==> config.mk <==
export PLATFORM = sky130hd
export DESIGN_NAME = sbst_top
export DESIGN_NICKNAME = d
export VERILOG_FILES = /design/src/design/sbst_pkg.sv /design/src/design/sbst_fifo.sv /design/src/design/sbst_mem.sv /design/src/design/sbst_top.sv
export SDC_FILE = /design/constraint.sdc
export NUM_CORES = 1
export LEC_CHECK = 0
export BUFFER_PORTS_ARGS = -buffer_cell sky130_fd_sc_hd__buf_2
export CAP_MARGIN = 20
export CORE_MARGIN = 3
export CORE_UTILIZATION = 26
export CTS_BUF_LIST = sky130_fd_sc_hd__clkbuf_16
export DETAILED_ROUTE_END_ITERATION = 8
export GPL_TIMING_DRIVEN = 0
export HOLD_SLACK_MARGIN = 0.08
export MAX_ROUTING_LAYER = met4
export PLACE_DENSITY = 0.45
export SYNTH_ARGS = -nofsm -noshare
export SYNTH_HDL_FRONTEND = slang
export SYNTH_SLANG_ARGS = --single-unit
==> constraint.sdc <==
create_clock -name clk_sys_in -period 2.8 [get_ports clk_sys_in]
set_input_delay 0.14 -clock clk_sys_in [delete_from_list [all_inputs] [get_ports clk_sys_in]]
set_output_delay 0.14 -clock clk_sys_in [all_outputs]
set_load 0.1 [all_outputs]
==> src/design/sbst_pkg.sv <==
// Shared constants for the sample buffer status and trigger gating block.
// Assumes a single system clock domain and an active-low synchronous reset.
package sbst_pkg;
	localparam int SBST_SAMPLE_W = 16;
	localparam int SBST_DEPTH = 32;
	localparam int SBST_PTR_W = 5;
	localparam int SBST_CNT_W = 6;
	localparam int SBST_IN_FIFO_DEPTH = 4;
	localparam logic [5:0] SBST_CNT_FULL = 6'h20;
	localparam logic [7:0] SBST_OFS_STATUS = 8'h00;
	localparam logic [7:0] SBST_OFS_TRIG_CFG = 8'h0A;
	localparam logic [7:0] SBST_RST_STATUS = 8'h00;
	localparam logic [7:0] SBST_RST_TRIG_CFG = 8'h00;
	localparam int SBST_BIT_OVF = 7;
	localparam int SBST_BIT_WMRK = 6;
	localparam int SBST_CNT_MSB = 5;
	localparam int SBST_TRIG_LSB = 1;
	localparam int SBST_TRIG_MSB = 5;
	localparam logic [1:0] SBST_MODE_OFF = 2'h0;
	localparam logic [1:0] SBST_MODE_CIRC = 2'h1;
	localparam logic [1:0] SBST_MODE_FILL = 2'h2;
	localparam logic [1:0] SBST_MODE_TRIG = 2'h3;
	typedef enum logic [2:0] {
		SBST_ST_OFF = 3'b001,
		SBST_ST_RUN = 3'b010,
		SBST_ST_GATED = 3'b100
	} sbst_state_t;
endpackage

==> src/design/sbst_fifo.sv <==
// Small input FIFO with valid/ready on both sides.
// Assumes both sides run on the system clock.
module sbst_fifo #(
	parameter int WIDTH = 16,
	parameter int DEPTH = 4
) (
	// Clock and reset.
	input wire logic clk_sys_in,
	input wire logic rst_n_in,
	// Filling side.
	input wire logic in_valid_in,
	input wire logic [WIDTH-1:0] in_data_in,
	output logic in_ready_out,
	// Draining side.
	output logic out_valid_out,
	output logic [WIDTH-1:0] out_data_out,
	input wire logic out_ready_in
);
	localparam int AW = $clog2(DEPTH);
	logic [WIDTH-1:0] mem_reg [DEPTH];
	logic [AW-1:0] wp_reg;
	logic [AW-1:0] rp_reg;
	logic [AW:0] cnt_reg;
	logic push;
	logic pop;

	assign push = in_valid_in && in_ready_out;
	assign pop = out_valid_out && out_ready_in;
	assign out_valid_out = (cnt_reg != '0);
	assign out_data_out = mem_reg[rp_reg];

	always_ff @(posedge clk_sys_in) begin
		if (push) begin
			mem_reg[wp_reg] <= in_data_in;
		end
	end

	always_ff @(posedge clk_sys_in) begin
		if (!rst_n_in) begin
			wp_reg <= '0;
			rp_reg <= '0;
			cnt_reg <= '0;
			in_ready_out <= 1'b1;
		end else begin
			if (push) begin
				wp_reg <= AW'(wp_reg + 1'b1);
			end
			if (pop) begin
				rp_reg <= AW'(rp_reg + 1'b1);
			end
			if (push && !pop) begin
				cnt_reg <= (AW+1)'(cnt_reg + 1'b1);
				in_ready_out <= (cnt_reg != (AW+1)'(DEPTH - 1));
			end else if (pop && !push) begin
				cnt_reg <= (AW+1)'(cnt_reg - 1'b1);
				in_ready_out <= 1'b1;
			end
		end
	end
endmodule

==> src/design/sbst_mem.sv <==
// Sample store memory, one write port and one registered read port.
// Assumes the controller keeps addresses in range.
module sbst_mem
	import sbst_pkg::*;
(
	// Clock and reset.
	input wire logic clk_sys_in,
	input wire logic rst_n_in,
	// Write port.
	input wire logic wr_en_in,
	input wire logic [SBST_PTR_W-1:0] wr_addr_in,
	input wire logic [SBST_SAMPLE_W-1:0] wr_data_in,
	// Read port.
	input wire logic rd_en_in,
	input wire logic [SBST_PTR_W-1:0] rd_addr_in,
	output logic [SBST_SAMPLE_W-1:0] rd_data_out
);
	logic [SBST_SAMPLE_W-1:0] mem_reg [SBST_DEPTH];

	always_ff @(posedge clk_sys_in) begin
		if (wr_en_in) begin
			mem_reg[wr_addr_in] <= wr_data_in;
		end
	end

	always_ff @(posedge clk_sys_in) begin
		if (!rst_n_in) begin
			rd_data_out <= '0;
		end else if (rd_en_in) begin
			rd_data_out <= mem_reg[rd_addr_in];
		end
	end
endmodule

==> src/design/sbst_top.sv <==
// Status, count and trigger gating logic of a 32-entry sample buffer.
// Assumes register requests and detector flags come from logic on clk_sys_in.
// Assumes buf_mode_in is steady through reset, since any change of it flushes the store.
// What this block does
// With buffer enabled, status address reads overflow, watermark and count.
// Status address shows data-ready status when mode is zero, else buffer status.
// Overflow flag set on overflow, held while overflowed, zero otherwise.
// Watermark flag high while count is at or above a nonzero watermark.
// In trigger mode the watermark flag shows a trigger was detected.
// Reading buffer status clears the buffer interrupt source bit.
// The buffer interrupt source bit sets again on the next stored sample.
// Six-bit count gives stored samples, zero empty, up to 32.
// In trigger mode an enabled event gates the buffer, keeping prior samples.
// Trigger config bit 5 enables transient, bit 4 orientation gating.
// Bits 3, 2, 1 enable pulse, free-fall/motion, vector-magnitude gating.
// While gated, no samples are stored and only pops lower the count, until emptied or reconfigured.
module sbst_top
	import sbst_pkg::*;
(
	// Clock and reset.
	input wire logic clk_sys_in,
	input wire logic rst_n_in,
	// Register port.
	input wire logic [7:0] reg_addr_in,
	input wire logic reg_rd_in,
	input wire logic reg_wr_in,
	input wire logic [7:0] reg_wdata_in,
	output logic [7:0] reg_rdata_out,
	// Buffer setup and external status.
	input wire logic [1:0] buf_mode_in,
	input wire logic [5:0] wmrk_level_in,
	input wire logic [7:0] sample_ready_status_in,
	// Detector interrupt flags, bit 5 transient down to bit 1 vector magnitude.
	input wire logic [7:0] event_flags_in,
	// Incoming samples.
	input wire logic sample_valid_in,
	input wire logic [SBST_SAMPLE_W-1:0] sample_data_in,
	output logic sample_ready_out,
	// Sample readout.
	input wire logic pop_in,
	output logic [SBST_SAMPLE_W-1:0] pop_data_out,
	// Status outputs.
	output logic src_fifo_out,
	output logic gated_out
);
	sbst_state_t state_reg;
	sbst_state_t state_next;
	logic [7:0] trig_cfg_reg;
	logic [1:0] mode_prev_reg;
	logic [SBST_CNT_W-1:0] cnt_reg;
	logic [SBST_PTR_W-1:0] wp_reg;
	logic [SBST_PTR_W-1:0] rp_reg;
	logic ovf_reg;
	logic trig_hit_reg;
	logic q_valid;
	logic [SBST_SAMPLE_W-1:0] q_data;
	logic q_take;
	logic full;
	logic reconfig;
	logic wr_eff;
	logic ovf_evt;
	logic pop_eff;
	logic trig_fire;
	logic stat_rd;
	logic wm_flag;
	logic [7:0] buf_status;

	// Four-word queue between the sample source and the store; it drains while no pop is asked.
	sbst_fifo #(
		.WIDTH(SBST_SAMPLE_W),
		.DEPTH(SBST_IN_FIFO_DEPTH)
	) u_in_fifo (
		.clk_sys_in(clk_sys_in),
		.rst_n_in(rst_n_in),
		.in_valid_in(sample_valid_in),
		.in_data_in(sample_data_in),
		.in_ready_out(sample_ready_out),
		.out_valid_out(q_valid),
		.out_data_out(q_data),
		.out_ready_in(!pop_in)
	);

	// The store keeps up to 32 samples; its read data stand in a register until the next pop.
	sbst_mem u_store (
		.clk_sys_in(clk_sys_in),
		.rst_n_in(rst_n_in),
		.wr_en_in(wr_eff),
		.wr_addr_in(wp_reg),
		.wr_data_in(q_data),
		.rd_en_in(pop_eff),
		.rd_addr_in(rp_reg),
		.rd_data_out(pop_data_out)
	);

	// A host pop stalls the input queue for that cycle, so the queue can fill.
	assign q_take = q_valid && !pop_in;
	assign full = (cnt_reg == SBST_CNT_FULL);
	assign reconfig = (buf_mode_in != mode_prev_reg);
	// Fill mode stops storing at 32; circular and trigger modes overwrite the oldest.
	assign wr_eff = q_take && (state_reg == SBST_ST_RUN) && !reconfig
		&& !(full && buf_mode_in == SBST_MODE_FILL);
	assign ovf_evt = q_take && (state_reg == SBST_ST_RUN) && !reconfig && full;
	// Pops on an empty store, in off mode or in a mode-change cycle are ignored.
	assign pop_eff = pop_in && (cnt_reg != '0) && (state_reg != SBST_ST_OFF) && !reconfig;
	// Only enabled detector flags in bits 5 to 1 can gate the store.
	assign trig_fire = (state_reg == SBST_ST_RUN) && (buf_mode_in == SBST_MODE_TRIG) && !reconfig
		&& |(event_flags_in[SBST_TRIG_MSB:SBST_TRIG_LSB]
		& trig_cfg_reg[SBST_TRIG_MSB:SBST_TRIG_LSB]);
	// Only a read of the buffer view clears the interrupt source.
	assign stat_rd = reg_rd_in && (reg_addr_in == SBST_OFS_STATUS) && (buf_mode_in != SBST_MODE_OFF);
	assign wm_flag = (buf_mode_in == SBST_MODE_TRIG) ? trig_hit_reg :
		((wmrk_level_in != '0) && (cnt_reg >= wmrk_level_in));
	assign buf_status = {ovf_reg, wm_flag, cnt_reg};

	// The gated state holds the store until the host empties it or the mode changes.
	always_comb begin
		state_next = state_reg;
		case (state_reg)
			SBST_ST_OFF: begin
				if (buf_mode_in != SBST_MODE_OFF) begin
					state_next = SBST_ST_RUN;
				end
			end
			SBST_ST_RUN: begin
				if (buf_mode_in == SBST_MODE_OFF) begin
					state_next = SBST_ST_OFF;
				end else if (trig_fire) begin
					state_next = SBST_ST_GATED;
				end
			end
			SBST_ST_GATED: begin
				if (reconfig) begin
					state_next = (buf_mode_in == SBST_MODE_OFF) ? SBST_ST_OFF : SBST_ST_RUN;
				end else if (cnt_reg == '0) begin
					state_next = SBST_ST_RUN;
				end
			end
			default: begin
				state_next = SBST_ST_OFF;
			end
		endcase
	end

	// State, mode history and the gated output move together on each edge.
	always_ff @(posedge clk_sys_in) begin
		if (!rst_n_in) begin
			state_reg <= SBST_ST_OFF;
			mode_prev_reg <= SBST_MODE_OFF;
			gated_out <= 1'b0;
		end else begin
			state_reg <= state_next;
			mode_prev_reg <= buf_mode_in;
			gated_out <= (state_next == SBST_ST_GATED);
		end
	end

	// Only the trigger configuration is writable; bits 7, 6 and 0 are kept but gate nothing.
	always_ff @(posedge clk_sys_in) begin
		if (!rst_n_in) begin
			trig_cfg_reg <= SBST_RST_TRIG_CFG;
		end else if (reg_wr_in && reg_addr_in == SBST_OFS_TRIG_CFG) begin
			trig_cfg_reg <= reg_wdata_in;
		end
	end

	// A change of buffer mode flushes the store.
	always_ff @(posedge clk_sys_in) begin
		if (!rst_n_in) begin
			cnt_reg <= SBST_RST_STATUS[SBST_CNT_MSB:0];
			wp_reg <= '0;
			rp_reg <= '0;
		end else if (reconfig) begin
			cnt_reg <= '0;
			wp_reg <= '0;
			rp_reg <= '0;
		end else begin
			if (wr_eff) begin
				wp_reg <= SBST_PTR_W'(wp_reg + 1'b1);
			end
			if (pop_eff || (wr_eff && full)) begin
				rp_reg <= SBST_PTR_W'(rp_reg + 1'b1);
			end
			if (wr_eff && !full) begin
				cnt_reg <= SBST_CNT_W'(cnt_reg + 1'b1);
			end else if (pop_eff) begin
				cnt_reg <= SBST_CNT_W'(cnt_reg - 1'b1);
			end
		end
	end

	// Overflow stays set until a pop makes room or the mode changes.
	always_ff @(posedge clk_sys_in) begin
		if (!rst_n_in) begin
			ovf_reg <= SBST_RST_STATUS[SBST_BIT_OVF];
		end else begin
			ovf_reg <= ovf_evt || (ovf_reg && !pop_eff && !reconfig);
		end
	end

	// The trigger flag lasts until the gated store has been emptied or the mode changes.
	always_ff @(posedge clk_sys_in) begin
		if (!rst_n_in) begin
			trig_hit_reg <= SBST_RST_STATUS[SBST_BIT_WMRK];
		end else begin
			trig_hit_reg <= trig_fire || (trig_hit_reg && !reconfig
				&& !(state_reg == SBST_ST_GATED && cnt_reg == '0));
		end
	end

	// A sample stored in the same cycle as a status read keeps the bit set.
	always_ff @(posedge clk_sys_in) begin
		if (!rst_n_in) begin
			src_fifo_out <= 1'b0;
		end else begin
			src_fifo_out <= wr_eff || (src_fifo_out && !stat_rd);
		end
	end

	// Read data stand until the next read; unmapped addresses read as zero.
	always_ff @(posedge clk_sys_in) begin
		if (!rst_n_in) begin
			reg_rdata_out <= 8'h00;
		end else if (reg_rd_in) begin
			if (reg_addr_in == SBST_OFS_STATUS) begin
				reg_rdata_out <= (buf_mode_in == SBST_MODE_OFF) ? sample_ready_status_in : buf_status;
			end else if (reg_addr_in == SBST_OFS_TRIG_CFG) begin
				reg_rdata_out <= trig_cfg_reg;
			end else begin
				reg_rdata_out <= 8'h00;
			end
		end
	end
endmodule

### Yosys cells after proc, flatten, opt, wreduce, memory -nomap -nowiden

Memories as Yosys holds them, arrays and structs flattened. A register that Yosys moved wholly into a read port is not among the register bits.
Index checks and enable logic that the tools add are counted.
W data, S select, Z words.

| operators by class | value |
|---|---|
| $add $sub $neg | 8 |
| shift-type cells | 0 |
| reductions and logical operators | 52 |
| div/mod/pow operators | 0 |
| bitwise operators | 2 |
| muxes and demuxes | 23 |
| $mul | 0 |
| equal/unequal tests | 11 |
| magnitude comparators | 1 |

Operators with widths:

| cell | number |
|---|---|
| $logic_and A1 B1 Y1 | 27 |
| $mux W8 | 3 |
| $mux W3 | 7 |
| $mux W6 | 2 |
| $reduce_bool A6 Y1 | 2 |
| $add A5 B1 Y5 const B | 2 |
| $logic_not A1 Y1 | 10 |
| $pmux W3 S3 | 1 |
| $eq A8 B4 Y1 const B | 1 |
| $logic_not A8 Y1 | 1 |
| $mux W1 | 7 |
| $add A6 B1 Y6 const B | 1 |
| $eq A3 B3 Y1 const B | 2 |
| $eq A6 B6 Y1 const B | 1 |
| $ge A6 B6 Y1 | 1 |
| $logic_not A6 Y1 | 1 |
| $mux W2 | 3 |
| $reduce_bool A2 Y1 | 3 |
| $sub A6 B1 Y6 const B | 1 |
| $and A5 B5 Y5 | 1 |
| $reduce_or A5 Y1 | 1 |
| $add A2 B1 Y2 const B | 2 |
| $eq A2 B2 Y1 const B | 2 |
| $logic_or A1 B1 Y1 | 4 |
| other kinds (11) | 11 |

| storage, ports and cells | value |
|---|---|
| memories kept | 2 |
| flip-flop bits (word level) | 49 |
| bits in read-only memories | 0 |
| bits in writable memories | 576 |
| word-level logic and storage cells | 114 |
| bits of input ports | 62 |
| latch bits | 0 |
| output and inout port bits | 27 |

Memories:

| memory | depth | bits a word | rd ports | clocked after memory_dff | wr ports | line | source |
|---|---|---|---|---|---|---|---|
| u_store.mem_reg | 32 | 16 | 1 | 1 | 1 | sbst_mem.sv:18 | `logic [SBST_SAMPLE_W-1:0] mem_reg [SBST_DEPTH];` |
| u_in_fifo.mem_reg | 4 | 16 | 1 | 1 | 1 | sbst_fifo.sv:20 | `logic [WIDTH-1:0] mem_reg [DEPTH];` |

### Longest topological paths before layout

Gate-level depths: netlist of run 1.

| logic depth | value |
|---|---|
| depth in word-level cells | 8 |
| mapped depth | 10 |

### Modules after synthesis

Synthesis of run 1 repeated with hierarchy kept, for this count alone.

| unflattened totals | value |
|---|---|
| cell total of the unflattened synthesis | 1561 |
| area, all modules | 25728.4 um^2 |

Modules (own cells, without submodules):

| module | area an instance (um^2) | times used | seq. area each (um^2) | cells each |
|---|---|---|---|---|
| sbst_mem | 20508.4 | 1 | 15695.1 | 1145 |
| sbst_fifo | 2841.5 | 1 | 2122.0 | 139 |
| sbst_top | 2378.5 | 1 | 820.8 | 277 |

### Least setup slack after synthesis of run 1

OpenSTA, ideal clock, no wires.

| timing path | value |
|---|---|
| path kind | flip-flop to flip-flop |
| from | reg u_in_fifo.in_ready_out |
| to | reg u_in_fifo.cnt_reg[2] |
| path slack | 0.208 ns |
| buffers on the path | 0 |
| arrival time | 2.517 ns |
| cell stages (with the launch flop) | 9 |
| data required time | 2.724 ns |
| cell sequence | dfxtp_1 > nand2_1 > inv_1 > ha_1 > inv_1 > fa_1 > xor2_1 > or3_1 > a21boi_0 |

| between the ends | value |
|---|---|
| longest elaborated chain between the ends | 4 |
| elaborated cells on any way between the ends | 6 |
| those cells by class | mux: 1; reduce/logical: 5 |

RTL lines:

| item | line | source |
|---|---|---|
| start: declaration | sbst_fifo.sv:13 | `output logic in_ready_out,` |
| start signal: assignment | sbst_fifo.sv:53 | `in_ready_out <= (cnt_reg != (AW+1)'(DEPTH - 1));` |
| $logic_and A1 B1 Y1 (*) | sbst_fifo.sv:27 | `assign push = in_valid_in && in_ready_out;` |
| named net u_in_fifo.push | sbst_fifo.sv:24 | `logic push;` |
| $logic_not A1 Y1 | sbst_fifo.sv:54 | `end else if (pop && !push) begin` |
| $logic_and A1 B1 Y1 | sbst_fifo.sv:54 |  |
| $reduce_bool A2 Y1 (no source line) | n/a |  |
| end signal: assignment | sbst_fifo.sv:52 | `cnt_reg <= (AW+1)'(cnt_reg + 1'b1);` |
| end signal: assignment | sbst_fifo.sv:55 | `cnt_reg <= (AW+1)'(cnt_reg - 1'b1);` |
| end: declaration | sbst_fifo.sv:23 | `logic [AW:0] cnt_reg;` |

Mark *: on every way through the listed nets, which the timed path passes. The rest lies on a longest branch.
A chain may end at the register's enable or synchronous reset.

==> results of run 1 <==
==> cells by family after synthesis <==
family	share of synthesized area (%)
flip-flops	73.7
multiplexers	13.1
XOR/XNOR	0.728
AO/OA/AOI/OAI	4.68
AND/OR/NAND/NOR	4.94
buffers and inverters	1.87
adder cells (fa/ha/maj)	0.921
==> metrics by stage <==
stage | setup TNS (ns) | total power (W) | utilization [%]
after floorplan | 0 | 0.0125 | -
after global placement | -413.98 | 0.0134 | 28.5
after detailed placement | -45.55 | 0.0135 | 29.1
after CTS | -27.44 | 0.0226 | 32.2
after global routing | -0.0940 | 0.0232 | 32.4
final | 0 | 0.0224 | 32.4
==> layer usage <==
layer	global-route usage, %	up-vias
li1	-	6062
met1	18.4	7087
met2	21.9	360
met3	2.66	105
met4	3.78	0
met5	-	-
==> area by class of cell <==
class                   instances  area [sq um]  share of cell area (%)
multi-input cells             650          6440                    20.8
clock buffers                  76          1900                    6.14
inverters                      21          78.8                   0.254
flip-flops and latches        643         18600                    60.1
repair buffers                174          1540                    4.97
plain buffers                  78           409                    1.32
diodes                          3          7.51                  0.0242
well taps                    1265          1580                    5.11
clock inverters                57           388                    1.25
==> what timing repair did <==
item / in CTS / in global routing
pin swaps: 3 / 7
setup buffers: 6 / 8
endpoints found under the setup margin: 318 / 467
hold buffers: 45 / 0
resized for setup: 29 / 23
endpoints found under the hold margin: 90 / 0
==> cell usage in the layout, fill, tap and decap left out, types with 17 or more instances in the layout <==
master	instances
clkbuf_1	29
clkbuf_16	76
nor2_1	26
buf_2	108
mux4_2	111
a22oi_1	51
ha_1	17
buf_8	25
and2_1	23
nand3_1	24
inv_1	31
edfxtp_1	576
nor2_4	23
a21oi_1	53
nand2_1	48
dlygate4sd3_1	45
dfxtp_1	67
clkinv_1	19
nor2b_1	28
mux2i_1	80
==> cell usage after synthesis (all sizes together), types with 2 or more instances <==
master	n
or3b	2
edfxtp	576
inv	21
ha	17
xnor2	13
a21boi	4
clkbuf	34
nor3b	3
mux4	112
or3	4
a22oi	54
nor2	60
and3	5
nand4	2
a211oi	20
nor3	18
and2	23
dfxtp	67
nor2b	28
a22o	16
nand2	53
a31oi	2
xor2	8
nor4	2
or2	4
nand2b	3
nand3b	4
nand4b	2
o21ai	10
buf	44
o22ai	9
a21oi	53
mux2i	80
nand3	25
==> worst max-delay path: cells and delay by family (launching register included) <==
kind,cells,cell delay [ns]
buf+inv,2,0.66
compound gates,2,0.74
mux,1,0.60
simple gates,1,0.19
flops,1,0.37
==> path summary, 6_finish.rpt <==
check,start,endpoint,depth (start not counted)
max,rp_reg[0],u_store.rd_data_out[2],6
min,reg_wr_in,trig_cfg_reg[6],4
max reg2reg,rp_reg[0],u_store.rd_data_out[2],6
min reg2reg,u_store.rd_data_out[9],u_store.rd_data_out[9],1
==> power groups by stage <==
stage | combinational, W | sequential (W) | clock, W
global route | 0.00200 | 0.0115 | 0.00972
floorplan | 0.000889 | 0.0116 | 0
detailed placement | 0.00185 | 0.0117 | 0
CTS | 0.00189 | 0.0115 | 0.00930
global placement | 0.00176 | 0.0117 | 0
finish | 0.00183 | 0.0115 | 0.00907
==> metrics.csv, run 1 <==
stage,metric,value,unit
worst_hold_path,Hold Crit Class,in -> reg,
floorplan,Die X,318,microns
floorplan,row cnt,113,
yosys,top post-synthesis cells by area,"edfxtp_1 68%, mux4_2 10%, dfxtp_1 5.3%, mux2i_1 3.2%, a22oi_1 1.6%",
layout,area grow syn2layout,22.6,%
worst_setup_path,WP data arrival,3.18,ns
timing,RSZ-0062 raised after global routing,yes,
placement,placed instance count,2772,
placement,gpl congestion,0.839,
pwr,VDD IR max,0.413,mV
timing,Final Critical Period,2.68,ns
clocking,CTS max path bufs,3,
global_routing,largest net degree at the start of global routing,33,
global_routing,Tot GR Track Use,13.9,%
drt,Top Metal Used,met4,
timing,final setup skew,0.0303,ns
worst_setup_path,CP required,3.30,ns
timing,Post-Route Hold Slack,0.121,ns
clocking,Skew-Pair Late Insertion Delay,0.63,ns
worst_setup_path,reg-to-reg setup timing slack,0.12,ns
drt,final WL,68900,microns
floorplan,Die Ht,318,microns
pwr,Gate power share,8.2,%
yosys,top cell type's share of synthesized area,68.4,%
run_status,status,"finished, final reports clean",
placement,# port buffers,83,
yosys,Post-synth EDFFs,576,
floorplan,core area,0.0957,sq mm
yosys,Mapped Avg Cell Area,18.2,sq um
worst_setup_path,Critical Path Sink Type,flop,
clocking,clk sinks,643,
drt,WL met2,32900,microns
drt,Initial DRC Count,964,
worst_setup_path,Crit Path Class,reg -> reg,
timing,Worst slew margin,35.4,%
worst_setup_path,Max stage delay on crit path,0.60,ns
pwr,Net Sw Frac,24.0,%
yosys,Yosys reg bits,643,
clocking,CTS Buf Count,74,
pwr,Static Leak,9.77,nW
yosys,syn nets,1472,
worst_setup_path,CP startpoint kind,flop,
floorplan,initial cell density of the core,26.4,%
layout,fin nets,1722,
placement,hpwl dp,45500,microns
yosys,post-synth top area cell,edfxtp_1,
drt,vias per cell,4.59,
job,max-cap violation count,0,
timing,Max Clock Freq,373,MHz
pwr,switching power,0.00537,W
worst_setup_path,highest-delay cell along the critical path,mux4_2,
drt,routed wire length on met3,3870,microns
yosys,register area share after synthesis,73.7,%
yosys,synth unique cells,58,
layout,Non-Filler Instances,2967,
timing,period utilization,95.9,%
clocking,CTS root buffer,clkbuf_16,
yosys,Synth warnings,0,
global_routing,vias in the first global route,14200,
timing,Slew Limit Fails,0,
global_routing,grt ovf,0,
pwr,Pwr Density,721,mW/mm^2
layout,layout cells sized above 1,26.6,%
drt,DRT Pass-1 Iters,5,
pwr,Int Power,0.0170,W
placement,Setup Slack @ Placement,-0.379,ns
clocking,CTS tree,done,
worst_setup_path,CP Cell Sequence,buf_4 -> buf_2 -> mux4_2 -> a211oi_2 -> nor3_1 -> a22o_1,
yosys,Netlist Area Pre-Place,0.0253,sq mm
timing,Final Setup Violations,0,
yosys,Cells after Synth,1392,
clocking,H-tree Lvls,3,
layout,final-layout fill cell count,9196,
floorplan,die area,0.101,sq mm
pwr,register share of total power,51.2,%
placement,placed cell areas,0.0279,sq mm
yosys,ys flop type,edfxtp_1,
drt,met1 WL,30500,microns
timing,Worst-Margin Slew,0.969,ns
drt,post-route ant nets,0,
global_routing,global-route wire length before repair,99600,microns
clocking,clk slew on worst S/H paths,0.06,ns
worst_setup_path,crit-path max FO,10,
timing,endpoints failing hold,0,
layout,Largest register FFs,512,
layout,Final Instance Area,0.0310,sq mm
drt,wire per inst,23.2,microns
drt,vias post-DR,13600,
floorplan,Ports,89,
timing,Setup WS post-layout,0.116,ns
pwr,Clock power frac,40.6,%
yosys,Async SR Flop Fraction,0,%
global_routing,initial antenna violation count,2,
drt,DR DRC count,0,
No activity file was read; power rests on OpenSTA's default activity.
==> inputs of run 2 (changes only) <==
--- a/config.mk
+++ b/config.mk
@@ -5,8 +5,9 @@
 export SDC_FILE = /design/constraint.sdc
 export NUM_CORES = 1
 export LEC_CHECK = 0
+export ABC_CLOCK_PERIOD_IN_PS = 2800
 export BUFFER_PORTS_ARGS = -buffer_cell sky130_fd_sc_hd__buf_2
-export CAP_MARGIN = 20
+export CAP_MARGIN = 10
 export CORE_MARGIN = 3
 export CORE_UTILIZATION = 26
 export CTS_BUF_LIST = sky130_fd_sc_hd__clkbuf_16
@@ -15,6 +16,7 @@
 export HOLD_SLACK_MARGIN = 0.08
 export MAX_ROUTING_LAYER = met4
 export PLACE_DENSITY = 0.45
+export REMOVE_ABC_BUFFERS = 1
 export SYNTH_ARGS = -nofsm -noshare
 export SYNTH_HDL_FRONTEND = slang
 export SYNTH_SLANG_ARGS = --single-unit
==> run 2 against run 1 <==
Compared with the run above:
- fmax decreased by 0.93%
- wire length shrank 6.9%
- via count is 2.3% lower
- cell count fell by 1.6%
- critical path type unchanged
- largest cell class unchanged
==> metrics.csv, run 2 (synthesis results as in run 1) <==
stage,metric,value,unit
floorplan,Die Ht,318,microns
drt,DRT Pass-1 Iters,4,
pwr,register share of total power,52.0,%
drt,Top Metal Used,met4,
drt,vias per cell,4.55,
worst_setup_path,critical path's top delay family,compound AO/OA/AOI/OAI gates,
timing,Slew Limit Fails,0,
floorplan,Die X,318,microns
layout,area grow syn2layout,23.7,%
drt,wire per inst,21.9,microns
pwr,Static Leak,9.83,nW
worst_setup_path,CP startpoint kind,flop,
pwr,VDD IR max,0.410,mV
global_routing,global-route wire length before repair,93800,microns
layout,layout cells sized above 1,27.9,%
pwr,Pwr Density,706,mW/mm^2
worst_setup_path,highest-delay cell along the critical path,dfxtp_4,
clocking,CTS root buffer,clkbuf_16,
worst_hold_path,Hold Crit Class,in -> reg,
global_routing,initial antenna violation count,2,
layout,Largest register FFs,512,
pwr,Clock power frac,40.3,%
worst_setup_path,WP data arrival,3.20,ns
timing,Final Setup Violations,0,
clocking,CTS Buf Count,71,
timing,Max Clock Freq,369,MHz
layout,most frequent cells in the layout,"576 x edfxtp_1, 112 x mux4_2, 85 x buf_2, 80 x mux2i_1, 73 x clkbuf_16",
job,max-cap violation count,0,
worst_setup_path,crit-path max FO,25,
clocking,clk slew on worst S/H paths,0.06,ns
floorplan,row cnt,113,
worst_hold_path,hold path start,reg_wr_in,
layout,fin nets,1677,
pwr,Pwr Total,0.0221,W
clocking,CTS tree,done,
pwr,Net Sw Frac,23.2,%
timing,period utilization,96.8,%
worst_setup_path,Reg2Reg Launch Point,rp_reg[0],
pwr,switching power,0.00511,W
worst_setup_path,Critical Path Sink Type,flop,
layout,sequential cell area,0.0187,sq mm
timing,endpoints failing hold,0,
drt,Initial DRC Count,1014,
drt,met1 WL,30000,microns
clocking,CTS max path bufs,3,
layout,Non-Filler Instances,2921,
timing,Worst slew margin,26.5,%
worst_setup_path,Max stage delay on crit path,0.56,ns
floorplan,Ports,89,
run_status,status,"finished, final reports clean",
drt,routed wire length on met3,2820,microns
layout,"most common cell after layout, fill and taps aside",edfxtp_1,
drt,WL met2,30000,microns
placement,# port buffers,85,
pwr,Gate power share,7.7,%
floorplan,die area,0.101,sq mm
placement,placed instance count,2708,
pwr,Int Power,0.0170,W
worst_setup_path,Critical path origin,rp_reg[0],
global_routing,grt ovf,0,
worst_setup_path,Crit Path Class,reg -> reg,
clocking,clk sinks,643,
global_routing,Tot GR Track Use,12.9,%
clocking,Skew-Pair Late Insertion Delay,0.61,ns
clocking,H-tree Lvls,3,
timing,Worst-Margin Slew,1.10,ns
placement,gpl congestion,0.764,
worst_setup_path,"most used cell, CP",buf_16,
worst_setup_path,CP required,3.29,ns
layout,multi-input combinational cell area,0.00659,sq mm
drt,post-route ant nets,0,
drt,final WL,64100,microns
timing,Final Critical Period,2.71,ns
timing,RSZ-0062 raised after global routing,yes,
global_routing,largest net degree at the start of global routing,50,
timing,final setup skew,0.0295,ns
placement,hpwl dp,40100,microns
global_routing,vias in the first global route,13600,
worst_setup_path,Buf/Inv on CP,2,
worst_setup_path,CP Cell Sequence,buf_16 -> buf_16 -> mux4_2 -> nor2b_1 -> a211oi_2 -> nor3_2 -> a22o_1,
drt,vias post-DR,13300,
floorplan,initial cell density of the core,26.4,%
floorplan,core area,0.0957,sq mm
layout,final-layout fill cell count,9139,
drt,DR DRC count,0,
## run 2: cell count changes in the layout (fill, tap and decap cells not counted), sizes merged
| cell | delta |
|---|---|
| buf | +1 |
| bufinv | +2 |
| clkbuf | -38 |
| clkdlybuf4s15 | -1 |
| clkinv | -9 |
| clkinvlp | -4 |
| dlygate4sd3 | -7 |
| inv | +10 |
## run 2: cell type report
| type | count | area share, % |
|---|---|---|
| sequential | 643 | 59.7 |
| multi-input combinational | 650 | 21.1 |
| timing repair buffer | 210 | 6.83 |
| clock buffer | 73 | 5.84 |
| tap | 1265 | 5.06 |
| clock inverter | 56 | 1.26 |
| inverter | 21 | 0.252 |
| antenna | 3 | 0.0240 |
## run 2: worst reg2reg max path, stage by stage, from the launching register on
cell and delay, ns:
dfxtp_4 0.56, buf_16 0.26, buf_16 0.26, mux4_2 0.55, nor2b_1 0.15, a211oi_2 0.52
nor3_2 0.10, a22o_1 0.19
## run 2: path summary, 6_finish.rpt
path | endpoint | slack (ns) | cells after the start
worst max-delay path | u_store.rd_data_out[10] | 0.09 | 7
worst min-delay path | trig_cfg_reg[1] | 0.11 | 4
worst max register to register | u_store.rd_data_out[10] | 0.09 | 7
worst min register to register | u_store.rd_data_out[2] | 0.50 | 1
## run 2: what timing repair did
action | CTS | global route
endpoints found under the setup margin | 491 | 355
pin swaps | 4 | 24
gates resized for setup | 50 | 18
hold buffers | 38 | 0
endpoints found under the hold margin | 93 | 0
buffers inserted | 4 | 38
## run 2: per-stage QoR
stage | setup TNS [ns] | worst slack (ns) | hold slack (ns) | instance area [sq um] | utilization [%]
floorplan | -62.18 | -3.20 | 0.202 | 24900 | -
global placement | -694.15 | -8.21 | 0.353 | 26900 | 28.1
detailed placement | -137.43 | -0.632 | 0.359 | 27800 | 29.0
CTS | -2.08 | -0.0880 | 0.0893 | 30700 | 32.1
global route | -0.0179 | -0.0136 | 0.119 | 31300 | 32.7
finish | 0 | 0.0903 | 0.111 | 31300 | 32.7
## run 2: layer usage
layer  global-route usage, %  up-vias
li1                        -     5991
met1                    17.4     6921
met2                    20.0      299
met3                    2.76       88
met4                    3.00        0
met5                       -        -
## run 2: power groups by stage
| stage | registers (W) | clock network, W | logic [W] |
|---|---|---|---|
| after floorplan | 0.0117 | 0 | 0.000808 |
| after CTS | 0.0115 | 0.00918 | 0.00167 |
| final | 0.0115 | 0.00890 | 0.00169 |
| after global placement | 0.0117 | 0 | 0.00152 |
| after detailed placement | 0.0117 | 0 | 0.00162 |
| after global routing | 0.0115 | 0.00956 | 0.00187 |
==> inputs of run 3 (changes only) <==
--- a/config.mk
+++ b/config.mk
@@ -19,4 +19,5 @@
 export REMOVE_ABC_BUFFERS = 1
 export SYNTH_ARGS = -nofsm -noshare
 export SYNTH_HDL_FRONTEND = slang
+export SYNTH_HIERARCHICAL = 1
 export SYNTH_SLANG_ARGS = --single-unit
==> run 3 against run 2 <==
Compared with the run above:
- worst hold slack improved by 0.0071 ns
- clock-buffer cell count decreased by 3
- cell count increased by 5.5%
- worst setup slack improved by 0.00079 ns
- first-iteration DRC count increased by 5.9%
==> metrics.csv, run 3 <==
stage,metric,value,unit
clocking,Skew-Pair Late Insertion Delay,0.60,ns
layout,most frequent cells in the layout,"576 x edfxtp_1, 270 x mux2i_1, 137 x a22oi_1, 90 x a21oi_1, 85 x buf_2",
floorplan,die area,0.103,sq mm
global_routing,Tot GR Track Use,13.4,%
yosys,Post-synth EDFFs,576,
layout,"most common cell after layout, fill and taps aside",edfxtp_1,
timing,Post-Route Hold Slack,0.118,ns
job,max-cap violation count,0,
worst_setup_path,Crit Path Class,reg -> reg,
drt,Initial DRC Count,1074,
yosys,Synth warnings,6,
clocking,clk sinks,643,
global_routing,largest net degree at the start of global routing,53,
layout,Largest register FFs,512,
drt,DR DRC count,0,
drt,DRT Pass-1 Iters,5,
worst_setup_path,Critical Path Sink Type,flop,
yosys,Netlist Area Pre-Place,0.0257,sq mm
yosys,synth unique cells,62,
worst_setup_path,CP required,3.23,ns
timing,Worst slew margin,39.0,%
pwr,Static Leak,9.64,nW
global_routing,vias in the first global route,14600,
clocking,CTS root buffer,clkbuf_16,
global_routing,global-route wire length before repair,97900,microns
worst_setup_path,crit-path max FO,10,
yosys,Async SR Flop Fraction,0,%
drt,post-route ant nets,0,
drt,final WL,68000,microns
clocking,CTS tree,done,
placement,# port buffers,85,
placement,gpl congestion,0.775,
timing,Final Critical Period,2.71,ns
yosys,Yosys reg bits,643,
yosys,top post-synthesis cells by area,"edfxtp_1 67%, mux2i_1 11%, dfxtp_1 5.2%, a22oi_1 4.0%, a21oi_1 1.8%",
layout,final-layout fill cell count,9412,
yosys,Mapped Avg Cell Area,16.5,sq um
drt,vias per cell,4.67,
worst_setup_path,WP data arrival,3.14,ns
clocking,CTS max path bufs,3,
worst_hold_path,hold path start,sample_ready_status_in[0],
floorplan,Die Ht,321,microns
layout,layout cells sized above 1,19.0,%
worst_hold_path,Hold Crit Class,in -> reg,
timing,Max Clock Freq,369,MHz
yosys,post-synth top area cell,edfxtp_1,
worst_setup_path,CP startpoint kind,flop,
placement,Setup Slack @ Placement,-0.856,ns
layout,Final Instance Area,0.0313,sq mm
layout,area grow syn2layout,21.6,%
yosys,register area share after synthesis,72.4,%
drt,vias post-DR,14400,
yosys,ys flop type,edfxtp_1,
timing,period utilization,96.7,%
pwr,Pwr Density,684,mW/mm^2
floorplan,core area,0.0974,sq mm
pwr,VDD IR max,0.471,mV
yosys,most frequent cell after synthesis,edfxtp_1,
layout,fin nets,1837,
floorplan,initial cell density of the core,26.4,%
yosys,Cells after Synth,1561,
timing,endpoints failing hold,0,
clocking,clk slew on worst S/H paths,0.06,ns
yosys,most common library cells after synthesis,"576 x edfxtp_1, 270 x mux2i_1, 137 x a22oi_1, 91 x a21oi_1, 68 x nor2_1",
floorplan,Die X,321,microns
pwr,Pwr Total,0.0214,W
placement,placed cell areas,0.0282,sq mm
timing,Worst-Margin Slew,0.914,ns
worst_setup_path,Critical path origin,state_reg[0],
global_routing,initial antenna violation count,5,
placement,hpwl dp,43200,microns
global_routing,grt ovf,0,
run_status,status,"finished, final reports clean",
drt,wire per inst,22.0,microns
timing,Setup WS post-layout,0.0910,ns
floorplan,row cnt,114,
floorplan,Ports,89,
clocking,CTS Buf Count,68,
timing,Slew Limit Fails,0,
clocking,H-tree Lvls,3,
worst_setup_path,Reg2Reg Launch Point,state_reg[0],
yosys,top cell type's share of synthesized area,67.2,%
timing,final setup skew,0.0365,ns
timing,Final Setup Violations,0,
timing,total negative slack,0,ns
timing,RSZ-0062 raised after global routing,yes,
[run 3: layer usage]
layer  wire length [microns]  global-route usage, %  vias up
met2                   32000                   21.1      316
met5                       0                      -        -
li1                        -                      -     6593
met4                    1270                   2.92        0
met1                   31800                   18.1     7423
met3                    2890                   2.30       81
[run 3: logic make-up after synthesis]
family / after synthesis / synth area share [%]
flip-flops: 643 / 72.4
multiplexers: 293 / 12.2
AO/OA/AOI/OAI: 291 / 7.47
AND/OR/NAND/NOR: 194 / 4.05
buffers and inverters: 104 / 2.28
adder cells (fa/ha/maj): 20 / 1.00
XOR/XNOR: 16 / 0.545
[run 3: cell type report]
| type | instances | area (sq um) | area share [%] |
|---|---|---|---|
| well taps | 1276 | 1600 | 5.10 |
| flip-flops and latches | 643 | 18700 | 59.6 |
| repair buffers | 207 | 2100 | 6.73 |
| clock buffers | 70 | 1750 | 5.60 |
| multi-input cells | 816 | 6860 | 21.9 |
| clock inverters | 46 | 230 | 0.736 |
| inverters | 19 | 73.8 | 0.236 |
| diodes | 6 | 15.0 | 0.0480 |
[run 3: critical path, cell delays in order, from the launching register on]
cell and delay, ns:
dfxtp_4 0.37, or3b_4 0.41, nor4_4 0.28, nand2_2 0.13, buf_4 0.17, ha_1 0.30, or2_4 0.28, a2111oi_4 0.37
o21ai_1 0.08, nor3b_1 0.15
[run 3: where the power goes]
part	internal, W	total (W)	switching (W)
registers	0.0114	0.0115	0.0000924
logic	0.000420	0.00177	0.00135
clock network	0.00459	0.00811	0.00352
total	0.0164	0.0214	0.00497
[run 3: what timing repair did]
item	4_1_cts	5_1_grt
setup endpoints to repair	530	266
hold endpoints to repair	89	0
pin swaps	18	8
resized for setup	46	13
cloned	1	2
hold buffers	40	0
setup buffers	30	4
[run 3: final timing paths]
| path | endpoint | slack, ns | depth (start not counted) |
|---|---|---|---|
| hold reg to reg | src_fifo_out | 0.48 | 2 |
| setup reg to reg | cnt_reg[5] | 0.09 | 9 |
| hold / removal | reg_rdata_out[0] | 0.12 | 5 |
| setup / recovery | cnt_reg[5] | 0.09 | 9 |
[run 3: through the flow]
stage               std cells  util [%]
global route             3080      32.1
CTS                      3070      32.0
global placement         2837      28.0
finish                   3083      32.1
floorplan                1476         -
detailed placement       2883      28.9
